--- src/core/dvd_pkg.sv ---
// Constants for the data value and taken-branch debug event block.
// Assumes a 32-bit AXI4-Lite register bus and a 25 MHz core clock.
package dvd_pkg;
  // ==========================================================
  // Register byte offsets
  localparam logic [7:0] OFS_CTRL0 = 8'h00;
  localparam logic [7:0] OFS_CTRL2 = 8'h04;
  localparam logic [7:0] OFS_REF1 = 8'h08;
  localparam logic [7:0] OFS_REF2 = 8'h0C;
  localparam logic [7:0] OFS_STATUS = 8'h10;
  localparam int ADDR_W = 8;
  // ==========================================================
  // debug_control_zero fields
  localparam int C0_BRANCH_EN = 0;
  localparam int C0_EXT_DEBUG = 1;
  localparam int C0_WAIT_MODE = 2;
  localparam int C0_INT_DEBUG = 3;
  localparam int C0_TRACE = 4;
  localparam logic [31:0] C0_MASK = 32'h0000001F;
  // ==========================================================
  // debug_control_two fields
  localparam int C2_LANES1 = 0;
  localparam int C2_LANES2 = 4;
  localparam int C2_MODE1 = 8;
  localparam int C2_MODE2 = 10;
  localparam int C2_ASYNC = 12;
  localparam logic [31:0] C2_MASK = 32'h00001FFF;
  // ==========================================================
  // debug_status_reg fields
  localparam int ST_CMP1_RD = 0;
  localparam int ST_CMP1_WR = 1;
  localparam int ST_CMP2_RD = 2;
  localparam int ST_CMP2_WR = 3;
  localparam int ST_BRANCH = 4;
  localparam int ST_W = 5;
  // ==========================================================
  // Reset values and bus answers
  localparam logic [31:0] RST_WORD = 32'h00000000;
  localparam logic [1:0] RESP_OKAY = 2'h0;
  localparam logic [1:0] RESP_SLVERR = 2'h2;
  // ==========================================================
  // Value compare modes
  typedef enum logic [1:0] {
    DVD_MODE_OFF = 2'b00,
    DVD_MODE_AND = 2'b01,
    DVD_MODE_OR = 2'b10,
    DVD_MODE_ANDOR = 2'b11
  } dvd_mode_t;
endpackage

--- src/core/dvd_core.sv ---
// Data value compare and taken-branch debug event detection.
// Assumes the pipeline presents one storage access and one branch per
// cycle, with address compare hits already resolved per comparator.
`timescale 1ns/1ps

// How it works
// - Value event needs address compare hit plus a value match.
// - Two comparators, each with its own four-byte reference word.
// - Value event sets the comparator read or write status flag.
// - All-zero lane enables disable that value event; nonzero enables it in AND, OR or AND-OR mode.
// - Enable bit i selects byte lane i; lane 0 is the top byte.
// - A lane matches only if transferred and equal to reference byte.
// - Only lanes of the aligned word holding the start byte count.
// - AND mode: every enabled lane accessed and matching.
// - OR mode: any enabled lane accessed and matching.
// - AND-OR mode: AND on lanes 0-1 or on lanes 2-3.
// - Async select picks precise or imprecise value event reporting.
// - Each storage access of an instruction is checked on its own.
// - Only the zero-line store among cache ops may match; data zero.
// - Failed conditional store raises no value write event.
// - Branch enable set: a taken branch raises a branch event in external, wait, irq-allowed internal or trace mode.
// - External or wait mode: flag, suppress, stop at branch address.
// - Internal mode with irq allowed, external and wait off: flag, suppress, irq, save pc.
// - Internal-only mode with irq disallowed: no branch event.
// - Trace mode with no external, wait or irq-allowed internal mode: flag and trace pulse, execution continues.
module dvd_core
  import dvd_pkg::*;
#(
  parameter int DATA_W = 32
) (
  // Clock and reset
  input wire logic aclk,
  input wire logic aresetn,
  // AXI4-Lite write address and data
  input wire logic [ADDR_W-1:0] s_axi_awaddr,
  input wire logic s_axi_awvalid,
  output logic s_axi_awready,
  input wire logic [DATA_W-1:0] s_axi_wdata,
  input wire logic [DATA_W/8-1:0] s_axi_wstrb,
  input wire logic s_axi_wvalid,
  output logic s_axi_wready,
  // AXI4-Lite write response
  output logic [1:0] s_axi_bresp,
  output logic s_axi_bvalid,
  input wire logic s_axi_bready,
  // AXI4-Lite read
  input wire logic [ADDR_W-1:0] s_axi_araddr,
  input wire logic s_axi_arvalid,
  output logic s_axi_arready,
  output logic [DATA_W-1:0] s_axi_rdata,
  output logic [1:0] s_axi_rresp,
  output logic s_axi_rvalid,
  input wire logic s_axi_rready,
  // Storage access from the load/store pipe
  input wire logic acc_valid,
  input wire logic acc_write,
  input wire logic [1:0] acc_offset,
  input wire logic [2:0] acc_size,
  input wire logic [DATA_W-1:0] acc_data,
  input wire logic acc_zero_line,
  input wire logic acc_cache_op,
  input wire logic acc_no_reserve,
  input wire logic acc_string_empty,
  input wire logic addr_hit1,
  input wire logic addr_hit2,
  // Branch from the branch pipe
  input wire logic br_valid,
  input wire logic br_taken,
  input wire logic [31:0] br_pc,
  input wire logic break_irq_allow,
  // Event outputs
  output logic data_value_match1,
  output logic data_value_match2,
  output logic value_precise,
  output logic taken_branch_event,
  output logic branch_suppress,
  output logic stop_request,
  output logic debug_irq,
  output logic trace_event,
  output logic [31:0] critical_return_pc
);

  // ==========================================================
  // Registers
  logic [31:0] debug_control_zero_reg;
  logic [31:0] debug_control_two_reg;
  logic [31:0] value_reference_one_reg;
  logic [31:0] value_reference_two_reg;
  logic [ST_W-1:0] debug_status_reg;

  // Field views
  logic [3:0] cmp1_lane_enables;
  logic [3:0] cmp2_lane_enables;
  dvd_mode_t cmp1_match_mode;
  dvd_mode_t cmp2_match_mode;
  logic compare_async_select;
  logic branch_enable;
  logic ext_debug;
  logic wait_mode;
  logic int_debug;
  logic trace_mode;

  assign cmp1_lane_enables = debug_control_two_reg[C2_LANES1 +: 4];
  assign cmp2_lane_enables = debug_control_two_reg[C2_LANES2 +: 4];
  assign cmp1_match_mode = dvd_mode_t'(debug_control_two_reg[C2_MODE1 +: 2]);
  assign cmp2_match_mode = dvd_mode_t'(debug_control_two_reg[C2_MODE2 +: 2]);
  assign compare_async_select = debug_control_two_reg[C2_ASYNC];
  assign branch_enable = debug_control_zero_reg[C0_BRANCH_EN];
  assign ext_debug = debug_control_zero_reg[C0_EXT_DEBUG];
  assign wait_mode = debug_control_zero_reg[C0_WAIT_MODE];
  assign int_debug = debug_control_zero_reg[C0_INT_DEBUG];
  assign trace_mode = debug_control_zero_reg[C0_TRACE];

  // ==========================================================
  // Lane compare function
  // Lane i is byte i of the aligned word, lane 0 the top byte.
  function automatic logic lane_rule(input logic [3:0] en,
                                     input logic [3:0] hit,
                                     input dvd_mode_t mode);
    logic all_ok;
    logic any_ok;
    logic pair_lo;
    logic pair_hi;
    all_ok = (en != 4'h0) && ((~en | hit) == 4'hF);
    any_ok = ((en & hit) != 4'h0);
    pair_lo = (en[1:0] != 2'h0) && ((~en[1:0] | hit[1:0]) == 2'h3);
    pair_hi = (en[3:2] != 2'h0) && ((~en[3:2] | hit[3:2]) == 2'h3);
    lane_rule = 1'b0;
    if (en == 4'h0) begin
      lane_rule = 1'b0;
    end else begin
      case (mode)
        DVD_MODE_AND: lane_rule = all_ok;
        DVD_MODE_OR: lane_rule = any_ok;
        DVD_MODE_ANDOR: lane_rule = pair_lo | pair_hi;
        default: lane_rule = 1'b0;
      endcase
    end
  endfunction

  // ==========================================================
  // Access qualification and lane masks
  logic [3:0] lane_used;
  logic [DATA_W-1:0] cmp_data;
  logic acc_ok;
  logic [3:0] hit1;
  logic [3:0] hit2;
  logic vmatch1;
  logic vmatch2;

  // Lanes from the start byte to the last byte moved, within its aligned word only
  always_comb begin
    logic [3:0] last;
    last = 4'h0;
    lane_used = 4'h0;
    last = 4'({2'b00, acc_offset}) + 4'({1'b0, acc_size}) - 4'h1;
    for (int i = 0; i < 4; i++) begin
      if ((4'(i) >= 4'({2'b00, acc_offset})) && (4'(i) <= last) &&
          (acc_size != 3'h0)) begin
        lane_used[i] = 1'b1;
      end
    end
  end

  // Zero-line store writes zeros whatever the data bus holds
  assign cmp_data = acc_zero_line ? '0 : acc_data;

  // Each access stands alone; no instruction-level merging
  assign acc_ok = acc_valid && !acc_string_empty &&
                  !(acc_cache_op && !acc_zero_line) &&
                  !(acc_write && acc_no_reserve);

  // Per-lane equality against both references
  always_comb begin
    for (int i = 0; i < 4; i++) begin
      hit1[i] = lane_used[i] &&
        (cmp_data[31-8*i -: 8] == value_reference_one_reg[31-8*i -: 8]);
      hit2[i] = lane_used[i] &&
        (cmp_data[31-8*i -: 8] == value_reference_two_reg[31-8*i -: 8]);
    end
  end

  // Address compare must already hold for the same access
  assign vmatch1 = acc_ok && addr_hit1 &&
                   lane_rule(cmp1_lane_enables, hit1, cmp1_match_mode);
  assign vmatch2 = acc_ok && addr_hit2 &&
                   lane_rule(cmp2_lane_enables, hit2, cmp2_match_mode);

  // ==========================================================
  // Value event outputs
  // Precise when the async select is clear; the flag is registered
  // with the value event, one cycle after the access.
  always_ff @(posedge aclk) begin
    if (!aresetn) begin
      data_value_match1 <= 1'b0;
      data_value_match2 <= 1'b0;
      value_precise <= 1'b0;
    end else begin
      data_value_match1 <= vmatch1;
      data_value_match2 <= vmatch2;
      value_precise <= (vmatch1 | vmatch2) && !compare_async_select;
    end
  end

  // ==========================================================
  // Taken-branch event
  logic br_event;
  logic br_halt_mode;
  logic br_irq_mode;

  assign br_halt_mode = ext_debug | wait_mode;
  assign br_irq_mode = int_debug && break_irq_allow && !br_halt_mode;
  // Internal mode without irq permission never qualifies
  assign br_event = branch_enable && br_valid && br_taken &&
                    (br_halt_mode | br_irq_mode | trace_mode);

  always_ff @(posedge aclk) begin
    if (!aresetn) begin
      taken_branch_event <= 1'b0;
      branch_suppress <= 1'b0;
      stop_request <= 1'b0;
      debug_irq <= 1'b0;
      trace_event <= 1'b0;
    end else begin
      taken_branch_event <= br_event;
      branch_suppress <= br_event && (br_halt_mode | br_irq_mode);
      stop_request <= br_event && br_halt_mode;
      debug_irq <= br_event && br_irq_mode;
      // Trace alone lets the branch run
      trace_event <= br_event && trace_mode;
    end
  end

  // Return address is the branch itself, not its target
  always_ff @(posedge aclk) begin
    if (!aresetn) begin
      critical_return_pc <= RST_WORD;
    end else if (br_event && br_irq_mode) begin
      critical_return_pc <= br_pc;
    end
  end

  // ==========================================================
  // AXI4-Lite write path
  logic wr_go;
  logic [3:0] wr_sel;
  logic wr_mapped;
  logic [31:0] wmask;

  // Address and data are taken together, one write at a time
  assign wr_go = s_axi_awvalid && s_axi_wvalid && !s_axi_bvalid;
  assign s_axi_awready = wr_go;
  assign s_axi_wready = wr_go;

  always_comb begin
    for (int i = 0; i < 4; i++) begin
      wmask[8*i +: 8] = {8{s_axi_wstrb[i]}};
    end
  end

  always_comb begin
    wr_sel = 4'h0;
    wr_mapped = 1'b1;
    if (s_axi_awaddr == OFS_CTRL0) begin
      wr_sel = 4'h1;
    end else if (s_axi_awaddr == OFS_CTRL2) begin
      wr_sel = 4'h2;
    end else if (s_axi_awaddr == OFS_REF1) begin
      wr_sel = 4'h4;
    end else if (s_axi_awaddr == OFS_REF2) begin
      wr_sel = 4'h8;
    end else if (s_axi_awaddr != OFS_STATUS) begin
      wr_mapped = 1'b0;
    end
  end

  // Control registers
  always_ff @(posedge aclk) begin
    if (!aresetn) begin
      debug_control_zero_reg <= RST_WORD;
      debug_control_two_reg <= RST_WORD;
      value_reference_one_reg <= RST_WORD;
      value_reference_two_reg <= RST_WORD;
    end else if (wr_go) begin
      if (wr_sel[0]) begin
        debug_control_zero_reg <= ((debug_control_zero_reg & ~wmask) |
                                   (s_axi_wdata & wmask)) & C0_MASK;
      end
      if (wr_sel[1]) begin
        debug_control_two_reg <= ((debug_control_two_reg & ~wmask) |
                                  (s_axi_wdata & wmask)) & C2_MASK;
      end
      if (wr_sel[2]) begin
        value_reference_one_reg <= (value_reference_one_reg & ~wmask) |
                                   (s_axi_wdata & wmask);
      end
      if (wr_sel[3]) begin
        value_reference_two_reg <= (value_reference_two_reg & ~wmask) |
                                   (s_axi_wdata & wmask);
      end
    end
  end

  // ==========================================================
  // Status flags: sticky, write one to clear, set beats clear
  logic [ST_W-1:0] st_set;
  logic [ST_W-1:0] st_clr;

  always_comb begin
    st_set = '0;
    st_set[ST_CMP1_RD] = vmatch1 && !acc_write;
    st_set[ST_CMP1_WR] = vmatch1 && acc_write;
    st_set[ST_CMP2_RD] = vmatch2 && !acc_write;
    st_set[ST_CMP2_WR] = vmatch2 && acc_write;
    st_set[ST_BRANCH] = br_event;
    st_clr = '0;
    if (wr_go && (s_axi_awaddr == OFS_STATUS) && s_axi_wstrb[0]) begin
      st_clr = s_axi_wdata[ST_W-1:0];
    end
  end

  always_ff @(posedge aclk) begin
    if (!aresetn) begin
      debug_status_reg <= '0;
    end else begin
      debug_status_reg <= (debug_status_reg & ~st_clr) | st_set;
    end
  end

  // Write response
  always_ff @(posedge aclk) begin
    if (!aresetn) begin
      s_axi_bvalid <= 1'b0;
      s_axi_bresp <= RESP_OKAY;
    end else if (wr_go) begin
      s_axi_bvalid <= 1'b1;
      s_axi_bresp <= wr_mapped ? RESP_OKAY : RESP_SLVERR;
    end else if (s_axi_bready) begin
      s_axi_bvalid <= 1'b0;
    end
  end

  // ==========================================================
  // AXI4-Lite read path
  logic rd_go;
  logic [31:0] rd_word;
  logic rd_mapped;

  assign rd_go = s_axi_arvalid && !s_axi_rvalid;
  assign s_axi_arready = rd_go;

  always_comb begin
    rd_word = RST_WORD;
    rd_mapped = 1'b1;
    if (s_axi_araddr == OFS_CTRL0) begin
      rd_word = debug_control_zero_reg;
    end else if (s_axi_araddr == OFS_CTRL2) begin
      rd_word = debug_control_two_reg;
    end else if (s_axi_araddr == OFS_REF1) begin
      rd_word = value_reference_one_reg;
    end else if (s_axi_araddr == OFS_REF2) begin
      rd_word = value_reference_two_reg;
    end else if (s_axi_araddr == OFS_STATUS) begin
      rd_word = {{(32-ST_W){1'b0}}, debug_status_reg};
    end else begin
      rd_mapped = 1'b0;
    end
  end

  // Read data is held until the master takes it
  always_ff @(posedge aclk) begin
    if (!aresetn) begin
      s_axi_rvalid <= 1'b0;
      s_axi_rdata <= RST_WORD;
      s_axi_rresp <= RESP_OKAY;
    end else if (rd_go) begin
      s_axi_rvalid <= 1'b1;
      s_axi_rdata <= rd_word;
      s_axi_rresp <= rd_mapped ? RESP_OKAY : RESP_SLVERR;
    end else if (s_axi_rready) begin
      s_axi_rvalid <= 1'b0;
    end
  end

endmodule

--- config.mk ---
export PLATFORM = sky130hd
export DESIGN_NAME = dvd_core
export DESIGN_NICKNAME = d
export VERILOG_FILES = /design/src/core/dvd_pkg.sv /design/src/core/dvd_core.sv
export SDC_FILE = /design/constraint.sdc
export NUM_CORES = 1
export LEC_CHECK = 0
export ABC_CLOCK_PERIOD_IN_PS = 9200
export BUFFER_PORTS_ARGS = -buffer_cell sky130_fd_sc_hd__buf_2
export CORE_ASPECT_RATIO = 0.6
export CORE_UTILIZATION = 55
export CTS_BUF_LIST = sky130_fd_sc_hd__clkbuf_16
export CTS_CLUSTER_SIZE = 8
export DETAILED_ROUTE_END_ITERATION = 10
export GPL_TIMING_DRIVEN = 0
export HOLD_SLACK_MARGIN = 0.05
export MAX_ROUTING_LAYER = met4
export PLACE_DENSITY = 0.92
export SYNTH_ARGS = -nofsm -noshare
export SYNTH_HDL_FRONTEND = slang
export SYNTH_SLANG_ARGS = --single-unit
--- constraint.sdc ---
create_clock -name aclk -period 9.2 [get_ports aclk]
set_clock_uncertainty 0.2 [all_clocks]
set_input_delay 0.92 -clock aclk [delete_from_list [all_inputs] [get_ports aclk]]
set_output_delay 0.92 -clock aclk [all_outputs]
set_load 0.02 [all_outputs]
==> reports/results.ini <==
[outcome]
outcome=finished, final reports clean

[die]
fp.dieH_um=99.1
core_area_um2=15400
fp.dieArea_um2=16200
rows=35
num_io_pins=220
die_w_um=164
initial_core_util_pct=56.2

[worst_setup_path]
cp.required_ns=9.34
cp-start-kind=input port
arrival_ns=4.12
worst-path-max-fanout=5
critical_path_class=in -> reg
critPathCaptureType=register

[yosys]
yosysWarnings=0
synth.area.top_cells=dfxtp_1 38%, mux2i_1 12%, nor2b_1 8.3%
yosysTopAreaCell=dfxtp_1
seq_area_frac_synth_pct=37.8
synth.distinct_cells=65
yosys-top-cells-count=163 x dfxtp_1, 115 x nor2b_1, 111 x nand2_1, 102 x mux2i_1, 56 x a21oi_1
synth_cells=970
synth_ff_type=dfxtp_1
synth-async-reset-ratio_pct=0
synth.avg_cell_area_um2=8.91
synth.top_cell.area_share_pct=37.8
synth_edf_count=0
synth.most_common_cell=dfxtp_1
ys_ff_latch=163
synth_area_um2=8640

[timing]
timing.final.crit_share_pct=43.3
worst_slew_pin_slew_ns=1.17
rsz0062_at_grt=false
fmax_mhz=251
fin_tns_setup_ns=0
hold_viol=0
drv_slew=0
min_period_ns=3.98
setup_viol=0
slew_headroom_pct=20.3

[cts]
clk_latency_ns=0.43
hold_buffers=0
cts_tree=done
path_clk_slew_ns=0.07
clockRootBuffer=clkbuf_16
numCtsBuffers=17
clock_path_buffers=2
cts_resized=0
postCtsSetupRepairBufs=0
clock_sinks=163
cts_max_level=4

[power_and_ir_drop]
power_density_nw_per_um2=150
combPwrFrac_pct=10.5
vdd_drop_max_mv=0.113
pwr-share-seq_pct=44.6
total_power_w=0.00159
switching_share_pct=28.3
power.internal_w=0.00114
clockPowerShare_pct=44.8
p_leak_nw=4.50
switchingPower_w=0.000449

[grt]
grt_pass1_wl_um=43300
grt_max_degree=19
grt.total_usage_pct=35.9
first_global_vias=8049
antenna_found_initial=1
overflow=0

[worst_hold_path]
hp-class=reg -> reg

[route]
wl_um=28200
vias=8745
drt_first_pass_iters=6
drc=0
wl_per_cell_um=19.8
drtAntennaViolNets=0
viasPerCell=6.15
drt-initial-drc-count=1002

[placed_design]
gp_congestion=1.02
io_buffers=215
place_hpwl_um=20900

[final_layout]
area_delta_synth_final_pct=22.2
fin_nets=1348
fillers=1188
final_layout_size_suffix_gt1_share_pct=23.2

[job]
maxCapViolCount=0

==> final cells by class <==
| class | count | area, um2 | area share [%] |
|---|---|---|---|
| Sequential cell | 163 | 3260 | 30.9 |
| Antenna cell | 1 | 2.50 | 0.0237 |
| Multi-Input combinational cell | 737 | 5080 | 48.1 |
| Tap cell | 203 | 254 | 2.40 |
| Timing Repair Buffer | 215 | 1080 | 10.2 |
| Clock buffer | 17 | 425 | 4.03 |
| Buffer | 51 | 225 | 2.13 |
| Clock inverter | 15 | 158 | 1.49 |
| Inverter | 20 | 75.1 | 0.711 |
==> path summary, 6_finish.rpt <==
check,startpoint,endpoint,slack (ns),cells past startpoint
setup / recovery,acc_offset[1],value_precise,5.22,14
hold / removal,critical_return_pc[21],critical_return_pc[21],0.26,2
setup reg to reg,register,value_precise,6.41,8
hold reg to reg,critical_return_pc[21],critical_return_pc[21],0.26,2
==> worst max-delay path: stages <==
cell and delay (ns):
buf_2 0.12, inv_1 0.05, ha_1 0.26, inv_1 0.04, ha_1 0.20, fa_1 0.38
xor2_1 0.18, a311oi_1 0.55, o21ai_1 0.21, nor4_4 0.38, a22oi_1 0.15, a31oi_1 0.28
o211ai_2 0.20, a21oi_1 0.22
==> through the flow <==
stage / util (%) / hold slack (ns) / instances / instance area [um2] / setup WS, ns
after CTS: 68.7 / 0.264 / 1421 / 10600 / 5.33
after global routing: 68.7 / 0.285 / 1422 / 10600 / 5.04
after global placement: 64.9 / 0.248 / 1389 / 9980 / 5.00
after detailed placement: 64.9 / 0.254 / 1389 / 9980 / 4.91
after floorplan: - / 0.210 / 971 / 8650 / 5.66
final: 68.7 / 0.261 / 1422 / 10600 / 5.22
==> kinds of logic (layout without fill, tap and decap cells) <==
group,count (synthesis),in the layout,synth area share (%)
xor+xnor,33,33,3.34
compound gates,211,211,17.6
mux,102,102,11.8
buf+inv,71,318,3.47
fa+ha+maj,4,4,0.666
flops,163,163,37.8
simple gates,385,385,25.3
other cells,1,3,0.0434
==> cell usage in the layout, fill, tap and decap left out, drive strengths merged, types with 4 or more instances in the layout <==
cell type | netlist | routed
o221ai | 9 | 9
nor2 | 38 | 38
nor4bb | 20 | 20
a31oi | 24 | 24
mux2i | 102 | 102
nand4bb | 9 | 9
nor3 | 44 | 44
nor4 | 8 | 8
a2111oi | 4 | 4
inv | 20 | 30
nor2b | 115 | 115
dfxtp | 163 | 163
o32a | 15 | 15
o21ba | 10 | 10
o22ai | 4 | 4
o32ai | 15 | 15
a21oi | 56 | 56
xor2 | 13 | 13
o21ai | 14 | 14
nand4 | 6 | 6
a21boi | 32 | 32
nand3 | 15 | 15
o211ai | 4 | 4
clkinv | 0 | 4
buf | 15 | 230
xnor2 | 20 | 20
clkbuf | 36 | 53
nand2 | 111 | 111
==> layer usage <==
layer | vias up | routed length, um | GRT usage (%) | share of wire [%]
met2 | 579 | 11600 | 51.3 | 41
met4 | 0 | 681 | 11.6 | 2.4
met5 | - | 0 | - | 0
met3 | 79 | 3780 | 10.1 | 13
li1 | 3997 | - | - | -
met1 | 4090 | 12100 | 48.7 | 43
==> power groups by stage <==
stage | logic [W] | registers [W] | clock network, W
finish | 0.000167 | 0.000708 | 0.000711
global route | 0.000176 | 0.000708 | 0.000737
CTS | 0.000161 | 0.000708 | 0.000706
detailed placement | 0.000159 | 0.000724 | 0
global placement | 0.000155 | 0.000724 | 0
floorplan | 0.0000791 | 0.000726 | 0
Power figures use the tool's default switching activity.
